<file path="config.mk">
export PLATFORM = sky130hd
export DESIGN_NAME = can_control_status_flags
export DESIGN_NICKNAME = d
export VERILOG_FILES = /design/src/can_flags_pkg.sv /design/src/can_control_status_flags.sv
export VERILOG_INCLUDE_DIRS = /design/src
export SDC_FILE = /design/constraint.sdc
export NUM_CORES = 1
export LEC_CHECK = 0
export CAP_MARGIN = 10
export CORE_ASPECT_RATIO = 1.75
export CORE_MARGIN = 1.5
export CORE_UTILIZATION = 45
export DETAILED_ROUTE_END_ITERATION = 6
export DONT_BUFFER_PORTS = 1
export GPL_TIMING_DRIVEN = 1
export MAX_ROUTING_LAYER = met4
export REMOVE_ABC_BUFFERS = 1
export SLEW_MARGIN = 5
export SYNTH_ARGS = -nofsm -noshare
export SYNTH_HDL_FRONTEND = slang
export SYNTH_SLANG_ARGS = --single-unit
</file>
<file path="constraint.sdc">
create_clock -name pclk -period 1.81 [get_ports pclk]
set_input_delay 0.181 -clock pclk [delete_from_list [all_inputs] [get_ports pclk]]
set_output_delay 0.181 -clock pclk [all_outputs]
set_load 0.005 [all_outputs]
</file>
<file path="src/can_flags_consts.svh">
// offsets, field positions and reset values of the can control and status flag block
`ifndef CAN_FLAGS_CONSTS_SVH
`define CAN_FLAGS_CONSTS_SVH

`define OFS_CONTROL_STATUS_0 12'h000
`define OFS_INIT_CONTROL 12'h004
`define OFS_STAMP_COUNT 12'h008
`define OFS_LINE_STATE 12'h00C
`define OFS_IRQ_ENABLE 12'h010

`define BIT_FRAME_SEEN 7
`define BIT_RECEIVING 6
`define BIT_STOP_WAIT 5
`define BIT_SYNCED 4
`define BIT_STAMP_EN 3
`define BIT_WAKEUP_EN 2
`define BIT_OVERRUN 1
`define BIT_RBF 0

`define BIT_INIT_REQ 0
`define BIT_INIT_ACK 1

`define BIT_RX_IRQ_EN 0
`define BIT_ERR_IRQ_EN 1

`define FLD_RX_STATE_LO 0
`define FLD_TX_STATE_LO 2
`define BIT_BUS_OFF 4

`define RST_CONTROL_STATUS_0 8'h00
`define RST_INIT_CONTROL 2'h0
`define RST_IRQ_ENABLE 2'h0
`define RST_STAMP_COUNT 16'h0000

`define STAMP_BYTE_HI 4'hE
`define STAMP_BYTE_LO 4'hF
`define BUSOFF_LIMIT 9'h0FF
`define TX_STATE_BUSOFF 2'h3

`endif

</file>
<file path="src/can_flags_pkg.sv">
// types of the can control and status flag block
package can_flags_pkg;

	typedef enum logic [1:0] {RX_OK, RX_WARN, RX_ERR, RX_BUSOFF} rx_state_e;

	typedef struct packed {
		logic receiving;
		logic synced;
		logic frame_ok;
		logic msg_done;
		logic bit_tick;
		logic overrun;
		logic fifo_valid;
		logic [8:0] tx_err_count;
		logic [1:0] rx_err_state;
		logic [1:0] tx_err_state;
	} core_status_s;

	typedef struct packed {
		logic we;
		logic [3:0] byte_hi;
		logic [3:0] byte_lo;
		logic [15:0] value;
	} stamp_wr_s;

	typedef struct packed {
		logic frame_seen;
		logic stop_wait;
		logic stamp_en;
		logic wakeup_en;
		logic overrun;
		logic rbf;
		logic init_req;
		logic init_ack;
		logic rx_irq_en;
		logic err_irq_en;
		rx_state_e rx_state;
		logic bus_off;
		logic sleep;
		logic wake_armed;
		logic wake_req;
		logic [15:0] stamp_cnt;
		stamp_wr_s stamp_wr;
		logic [31:0] prdata;
	} state_s;

endpackage : can_flags_pkg

</file>
<file path="src/can_control_status_flags.sv">
// control and status flag logic of a can controller with an apb register slave
//
// Summary of operation
// - valid frame sets frame-seen flag, write-one clears
// - receiving bit mirrors receiver activity, read-only
// - stop-in-wait gates bus interface clock in wait
// - synchronized bit tracks bus sync, read-only
// - stamp enable runs 16-bit bit-rate counter
// - after valid frame write stamp to top bytes
// - disabled stamp counter held at zero
// - stamp enable forced low in init mode
// - wake-up enable, latched at sleep entry, wakes on traffic
// - control writes blocked in init, except init request
// - overrun sets flag, unmasked flag holds error interrupt
// - fifo shift to foreground sets buffer-full flag
// - buffer-full flag set blocks further fifo shifts
// - unmasked buffer-full flag holds receive interrupt
// - bus-off only when tx error count exceeds 255
// - leaving bus-off reports receiver ok at once
// - init mode when request and acknowledge both set
//
// The APB interface to the registers and the placing of the registers were decided locally.
`timescale 1ns/1ns
`include "can_flags_consts.svh"

module can_control_status_flags (
	input wire logic pclk,
	input wire logic presetn,
	input wire logic ce,
	input wire logic psel,
	input wire logic penable,
	input wire logic pwrite,
	input wire logic [11:0] paddr,
	input wire logic [31:0] pwdata,
	input wire logic [3:0] pstrb,
	output logic pready,
	output logic pslverr,
	output logic [31:0] prdata,
	input wire can_flags_pkg::core_status_s core,
	input wire logic wait_mode,
	input wire logic sleep_mode,
	input wire logic bus_activity,
	output logic fifo_shift,
	output can_flags_pkg::stamp_wr_s stamp_wr,
	output logic bus_clock_en,
	output logic wakeup_req,
	output logic init_mode,
	output logic stamp_en,
	output logic rx_irq,
	output logic err_irq
);

	////////////////////////////////////////////////////////////////////////////////
	// helpers

	function automatic logic hit(input logic [11:0] addr, input logic [11:0] ofs);
		hit = (addr[11:2] == ofs[11:2]);
	endfunction : hit

	function automatic logic w1c(input logic old, input logic set, input logic clr);
		w1c = set | (old & ~clr);
	endfunction : w1c

	////////////////////////////////////////////////////////////////////////////////
	// state and decode

	can_flags_pkg::state_s s_q;
	can_flags_pkg::state_s s_d;
	logic mapped;
	logic setup;
	logic wr;
	logic wr_ctrl;
	logic wr_init;
	logic wr_irq;
	logic in_init;
	logic bus_off_now;
	logic shift;
	logic [7:0] ctrl_rd;
	logic [31:0] rd;

	assign mapped = hit(paddr, `OFS_CONTROL_STATUS_0) | hit(paddr, `OFS_INIT_CONTROL)
		| hit(paddr, `OFS_STAMP_COUNT) | hit(paddr, `OFS_LINE_STATE) | hit(paddr, `OFS_IRQ_ENABLE);
	assign setup = psel & ~penable;
	assign wr = psel & penable & pwrite & mapped & pstrb[0];
	assign in_init = s_q.init_req & s_q.init_ack;
	assign wr_ctrl = wr & hit(paddr, `OFS_CONTROL_STATUS_0) & ~in_init;
	assign wr_init = wr & hit(paddr, `OFS_INIT_CONTROL);
	assign wr_irq = wr & hit(paddr, `OFS_IRQ_ENABLE) & ~in_init;
	assign bus_off_now = core.tx_err_count > `BUSOFF_LIMIT;
	assign shift = ce & core.fifo_valid & ~s_q.rbf;

	////////////////////////////////////////////////////////////////////////////////
	// read data

	always_comb begin
		ctrl_rd = `RST_CONTROL_STATUS_0;
		ctrl_rd[`BIT_FRAME_SEEN] = s_q.frame_seen;
		ctrl_rd[`BIT_RECEIVING] = core.receiving;
		ctrl_rd[`BIT_STOP_WAIT] = s_q.stop_wait;
		ctrl_rd[`BIT_SYNCED] = core.synced;
		ctrl_rd[`BIT_STAMP_EN] = s_q.stamp_en;
		ctrl_rd[`BIT_WAKEUP_EN] = s_q.wakeup_en;
		ctrl_rd[`BIT_OVERRUN] = s_q.overrun;
		ctrl_rd[`BIT_RBF] = s_q.rbf;
		rd = 32'h00000000;
		if (hit(paddr, `OFS_CONTROL_STATUS_0)) begin
			rd[7:0] = ctrl_rd;
		end else if (hit(paddr, `OFS_INIT_CONTROL)) begin
			rd[`BIT_INIT_REQ] = s_q.init_req;
			rd[`BIT_INIT_ACK] = s_q.init_ack;
		end else if (hit(paddr, `OFS_STAMP_COUNT)) begin
			rd[15:0] = s_q.stamp_cnt;
		end else if (hit(paddr, `OFS_LINE_STATE)) begin
			rd[`FLD_RX_STATE_LO +: 2] = s_q.rx_state;
			rd[`FLD_TX_STATE_LO +: 2] = s_q.bus_off ? `TX_STATE_BUSOFF : core.tx_err_state;
			rd[`BIT_BUS_OFF] = s_q.bus_off;
		end else if (hit(paddr, `OFS_IRQ_ENABLE)) begin
			rd[`BIT_RX_IRQ_EN] = s_q.rx_irq_en;
			rd[`BIT_ERR_IRQ_EN] = s_q.err_irq_en;
		end
	end

	////////////////////////////////////////////////////////////////////////////////
	// next state

	always_comb begin
		s_d = s_q;

		// read data is captured in the setup cycle, answered in the access cycle
		if (setup) begin
			s_d.prdata = rd;
		end

		// init handshake: acknowledge follows request one cycle later
		if (wr_init) begin
			s_d.init_req = pwdata[`BIT_INIT_REQ];
		end
		s_d.init_ack = s_q.init_req;

		// control writes
		if (wr_ctrl) begin
			s_d.stop_wait = pwdata[`BIT_STOP_WAIT];
			s_d.stamp_en = pwdata[`BIT_STAMP_EN];
			s_d.wakeup_en = pwdata[`BIT_WAKEUP_EN];
		end
		if (in_init) begin
			s_d.stamp_en = 1'b0;
		end
		if (wr_irq) begin
			s_d.rx_irq_en = pwdata[`BIT_RX_IRQ_EN];
			s_d.err_irq_en = pwdata[`BIT_ERR_IRQ_EN];
		end

		// sticky flags
		s_d.frame_seen = w1c(s_q.frame_seen, core.frame_ok, wr_ctrl & pwdata[`BIT_FRAME_SEEN]);
		s_d.overrun = w1c(s_q.overrun, core.overrun, wr_ctrl & pwdata[`BIT_OVERRUN]);
		s_d.rbf = w1c(s_q.rbf, shift, wr_ctrl & pwdata[`BIT_RBF]);

		// time stamp counter
		if (!s_q.stamp_en) begin
			s_d.stamp_cnt = `RST_STAMP_COUNT;
		end else if (core.bit_tick) begin
			s_d.stamp_cnt = 16'(s_q.stamp_cnt + 16'h0001);
		end
		s_d.stamp_wr.we = s_q.stamp_en & core.msg_done;
		s_d.stamp_wr.byte_hi = `STAMP_BYTE_HI;
		s_d.stamp_wr.byte_lo = `STAMP_BYTE_LO;
		if (s_q.stamp_en & core.msg_done) begin
			s_d.stamp_wr.value = s_q.stamp_cnt;
		end

		// bus-off and reported receiver state
		s_d.bus_off = bus_off_now;
		if (bus_off_now) begin
			s_d.rx_state = can_flags_pkg::RX_BUSOFF;
		end else if (s_q.bus_off) begin
			s_d.rx_state = can_flags_pkg::RX_OK;
		end else begin
			s_d.rx_state = can_flags_pkg::rx_state_e'(core.rx_err_state);
		end

		// wake-up: enable is sampled on sleep entry
		s_d.sleep = sleep_mode;
		if (sleep_mode & ~s_q.sleep) begin
			s_d.wake_armed = s_q.wakeup_en;
		end else if (!sleep_mode) begin
			s_d.wake_armed = 1'b0;
		end
		s_d.wake_req = sleep_mode & s_q.wake_armed & bus_activity;
	end

	////////////////////////////////////////////////////////////////////////////////
	// state register

	always_ff @(posedge pclk or negedge presetn) begin
		if (!presetn) begin
			s_q <= '0;
		end else if (ce) begin
			s_q <= s_d;
		end
	end

	////////////////////////////////////////////////////////////////////////////////
	// outputs

	assign pready = 1'b1;
	assign pslverr = psel & penable & ~mapped;
	assign prdata = s_q.prdata;
	assign fifo_shift = shift;
	assign stamp_wr = s_q.stamp_wr;
	assign bus_clock_en = ~(wait_mode & s_q.stop_wait);
	assign wakeup_req = s_q.wake_req;
	assign init_mode = in_init;
	assign stamp_en = s_q.stamp_en;
	assign rx_irq = s_q.rbf & s_q.rx_irq_en;
	assign err_irq = s_q.overrun & s_q.err_irq_en;

endmodule : can_control_status_flags

</file>
# Word-level counts from Yosys, hierarchy flattened

Index checks and enable logic that the tools add are counted.

Reductions and logical operators: 10
Equality and inequality tests: 6
Add/subtract/negate cells: 1
Bitwise gates (word level): 43
Mux-type cells: 18
$lt $le $gt $ge: 1

Operators by type and width:

| operator                | count |
|---|---|
| $mux W16                | 2 |
| $and A1 B1 Y1           | 27 |
| $eq A10 B2 Y1 const B   | 2 |
| $add A16 B1 Y16 const B | 1 |
| $mux W8                 | 2 |
| $reduce_and A2 Y1       | 8 |
| $mux W14                | 1 |
| $mux W2                 | 7 |
| $mux W11                | 1 |
| $eq A10 B1 Y1 const B   | 1 |
| $eq A10 B3 Y1 const B   | 1 |
| $logic_not A10 Y1       | 1 |
| $gt A9 B8 Y1 const B    | 1 |
| $not A1 Y1              | 9 |
| $or A1 B1 Y1            | 7 |
| $mux W5                 | 1 |
| $mux W1                 | 3 |
| $mux W3                 | 1 |
| $ne A2 B1 Y1 const B    | 1 |
| $ne A2 B2 Y1 const B    | 1 |
| $reduce_bool A2 Y1      | 1 |

Logic and storage cells: 100
Output and inout port bits: 66
Flip-flop bits (word level): 67

# Logic depth before layout (Yosys ltp)

Word-level depth: 13
Mapped depth: 6
Depth with buffers taken out: 5

# Least setup slack after synthesis

Ideal clock, no wire load.

Kind: input-to-reg
From: input paddr[8]
To: register s_q (netlist bit ctrl_rd[2])
Arrival time: 1,733 ps
Buffers on the path: 0
Setup slack: -48 ps
Cell stages on the path: 4
Path through: or4_4 > nor4_2 > and3_1 > mux2_2

Longest elaborated chain between the ends: 10
Elaborated cells on any way between the ends: 14
Classes of those cells: 4 x eq/ne; 8 x bitwise; 2 x reduce/logical

Ends and longest elaborated chain:

| item                                                      | RTL line                        | source |
|---|---|---|
| start, declared                                           | can_control_status_flags.sv:33  | `input wire logic [11:0] paddr,` |
| $eq A10 B1 Y1 / $logic_not A10 Y1 (equally long branches) | can_control_status_flags.sv:57  | `hit = (addr[11:2] == ofs[11:2]);` |
| $or A1 B1 Y1 (4 in a row)                                 | can_control_status_flags.sv:81  | `` assign mapped = hit(paddr, `OFS_CONTROL_STATUS_0) \| hit(paddr, `OFS_INIT_CONTROL) `` |
| $and A1 B1 Y1 (2 in a row)                                | can_control_status_flags.sv:84  | `assign wr = psel & penable & pwrite & mapped & pstrb[0];` |
| $and A1 B1 Y1 (*) (2 in a row)                            | can_control_status_flags.sv:86  | `` assign wr_ctrl = wr & hit(paddr, `OFS_CONTROL_STATUS_0) & ~in_init; `` |
| $reduce_and A2 Y1 (no line) (*)                           | -                               |  |
| end signal, assigned                                      | can_control_status_flags.sv:197 | `s_q <= '0;` |
| end signal, assigned                                      | can_control_status_flags.sv:199 | `s_q <= s_d;` |
| end, declared                                             | can_control_status_flags.sv:67  | `can_flags_pkg::state_s s_q;` |

Mark *: on every way between the ends. The rest lies on a longest branch, timed or not.
A chain may end at the register's enable or synchronous reset.

# Worst setup path in the final report

From: register s_q[60] (netlist name)
To: register s_q[69] (netlist name)

Longest elaborated chain between the ends: 3

Ends and longest elaborated chain:

| item            | RTL line                        | source |
|---|---|---|
| $add A16 B1 Y16 | can_control_status_flags.sv:163 | `s_d.stamp_cnt = 16'(s_q.stamp_cnt + 16'h0001);` |
| $mux W16        | can_control_status_flags.sv:162 | `end else if (core.bit_tick) begin` |
| $mux W16        | can_control_status_flags.sv:160 | `if (!s_q.stamp_en) begin` |

No other way between the ends. The select of a mux whose other input is x is not followed.

==> metrics.txt <==
status finished, final reports clean; Least-Margin Pin Slew 526 ps; WHS 11.8 ps; hold crit path type input pin to flip-flop; CTS resizes 0; Post-synth top flop dfrtp_1; Die Y 120 um; synthesized area per cell 9.95 sq um; maximum VDD drop 504 uV; CP delay by family, top simple AND/OR/NAND/NOR gates; diode count 0; drt initial violations 140; max_cap viols 0; CP arrival 1890 ps; CORE AREA 7570 sq um; DP HPWL 5300 um; DR WL/cell 18.0 um; Area growth syn-to-layout 6.32%; Die ar. 8340 sq um; Initial Utilization 46.3%; slowest CP cell or4_1; layout cells sized above 1 16.7%; WP data required 2060 ps; Slowest Stage Delay on Critical Path 500 ps; placed inst area 3320 sq um; final count of pins violating max slew 0; part of the Yosys area used for sequential elements 47.1%; CP Max Fanout 5; Syn. warnings 0; number of global-route vias before repair 2423; synth cell count leaders dfrtp_1 (66), buf_4 (58), nand2_1 (34); Num CTS Buffers 9; GRT overflow 0; largest net degree at the start of global routing 67; Final nets 417; top cells by area, synth dfrtp_1 (47%), buf_4 (12%), mux2_2 (6.4%); number of I/O port buffers 0; RSZ-0062 raised after global routing no; Yosys top cell by area dfrtp_1; IO Pins 143; post-route cell area 3720 sq um; Netlist Area Pre-Place 3500 sq um; Critical Path Source Type flip-flop; Synth Instances 352; period utilisation layout 90.4%; Post-CTS Setup Inserts 0; post-synthesis cell type count 43; site row count 42; non-filler cells, final 429; number of synthesized flops with an enable pin 0; initial antenna violation count 0; drc violations 0; clk sinks 66; H-tree depth 3; GPL Wtd Cong 0.830; Avg Vias per Cell 5.61; final hold vios 0; most frequent cell after synthesis dfrtp_1; pwr/cell area 975 nW/um^2; Final ANT Viol Nets 0; hold-fix buffers at CTS 15; Fmax 611 MHz; clk root buf clkbuf_16; critical path class flip-flop to flip-flop; Reg clk slew, reported paths 50 ps; die width 69.7 um; top-area cell type share of the netlist area 47.1%; CTS max path bufs 2; Vias 2407; iteration count of the initial detailed-routing pass 4; clk_lat worst skew 330 ps; normalized max-slew margin 64.8%; Final Total Pwr 3.63 mW; Leak 1.70 nW; crit path cell chain and4_1 -> nand4_1 -> or4_1 -> a21oi_1; drt total wl 7710 um; Fin Clk Skew 3.77 ps; CTS tree yes; synthesized flop and latch total 66; aggregate global-route resource usage 20.0%; first-pass GRT wire length 12600 um; Final TNS setup 0 ps; Post-Place Cells 401; Final Critical Period 1640 ps; Buf/Inv on CP 0; Setup violations, final 0; asr flop ratio synth 100%; Critical Path Sink Type flip-flop
==> power by group <==
part	internal [mW]	total (mW)	switching, mW	leakage [nW]
clock network	0.900	1.47	0.574	0.118
logic	0.206	0.471	0.265	0.721
registers	1.59	1.69	0.0957	0.859
total	2.70	3.63	0.934	1.70
==> cell families after synthesis <==
family / count (synthesis) / synth area share, %
compound gates: 74 / 13.8
xor+xnor: 3 / 0.750
fa+ha+maj: 1 / 0.357
buf+inv: 85 / 15.4
flops: 66 / 47.1
mux: 24 / 7.57
other cells: 2 / 0.214
simple gates: 97 / 14.9
==> per-stage QoR <==
| stage | utilization, % | setup slack (ps) |
|---|---|---|
| after detailed placement | 43.8 | -108 |
| after floorplan | - | -47.9 |
| after global routing | 49.2 | 11.4 |
| after CTS | 49.2 | 165 |
| final | 49.2 | 174 |
| after global placement | 43.8 | -82.1 |
==> worst paths after layout <==
check | from | end | slack (ps) | depth (start not counted)
max in group asynchronous | presetn | s_q[59]$_DFFE_PN0P_ | 1150 | 2
min in group asynchronous | presetn | s_q[62]$_DFFE_PN0P_ | 390 | 2
max reg2reg | s_q[60]$_DFFE_PN0P_ | s_q[69]$_DFFE_PN0P_ | 170 | 4
min reg2reg | s_q[74]$_DFFE_PN0P_ | s_q[74]$_DFFE_PN0P_ | 480 | 2
max | s_q[60]$_DFFE_PN0P_ | s_q[69]$_DFFE_PN0P_ | 170 | 4
min | ce | s_q[75]$_DFFE_PN0P_ | 10 | 1
==> flip-flops by register name, summed over array words and instances, names as in the netlist <==
signal and count:
s_q 24, stamp_wr 18, prdata 16, ctrl_rd 5, s_d 1, stamp_en 1, wakeup_req 1
==> cell type report <==
cell class / count / area (sq um)
multi-input cells: 217 / 1370
fillers: 702 / 3840
repair buffers: 33 / 303
well taps: 88 / 110
flip-flops and latches: 66 / 1650
clock buffers: 12 / 236
inverters: 12 / 45.0
clock inverters: 1 / 5.00
==> worst reg2reg max path, cell delays in order, from the launching register on <==
cell	delay (ps)
dfrtp_1	420
and4_1	290
nand4_1	180
or4_1	500
a21oi_1	160
==> cell usage in the layout (no fill, tap or decap), types with 2 or more instances in the layout <==
cell and instances:
nand4_1 7, or3_1 7, nor2_1 13, xnor2_1 3, buf_4 18, dlygate4sd3_1 14, a221oi_1 3, a31oi_1 4
a21oi_1 16, mux2_2 20, nand2_1 34, nand2b_1 3, and2_1 3, mux2i_1 4, clkbuf_1 3, o31ai_1 7
and3_1 2, and4_1 2, nor4_1 4, or4_1 3, nor3_1 2, a22oi_1 3, a22o_1 11, nand3_1 7
dfrtp_1 66, nor2b_1 2, o21ai_0 22, clkbuf_16 9, inv_1 12, o21ai_2 3, conb_1 18, nand3b_1 2
a41o_1 2
==> routing by layer <==
metal	track usage (%)	share of wire, %
met4	7.33	1.9
met5	-	0
met2	35.8	56
met3	5.96	4.7
met1	20.6	38
Note: power is estimated with default switching activity, not from simulation.
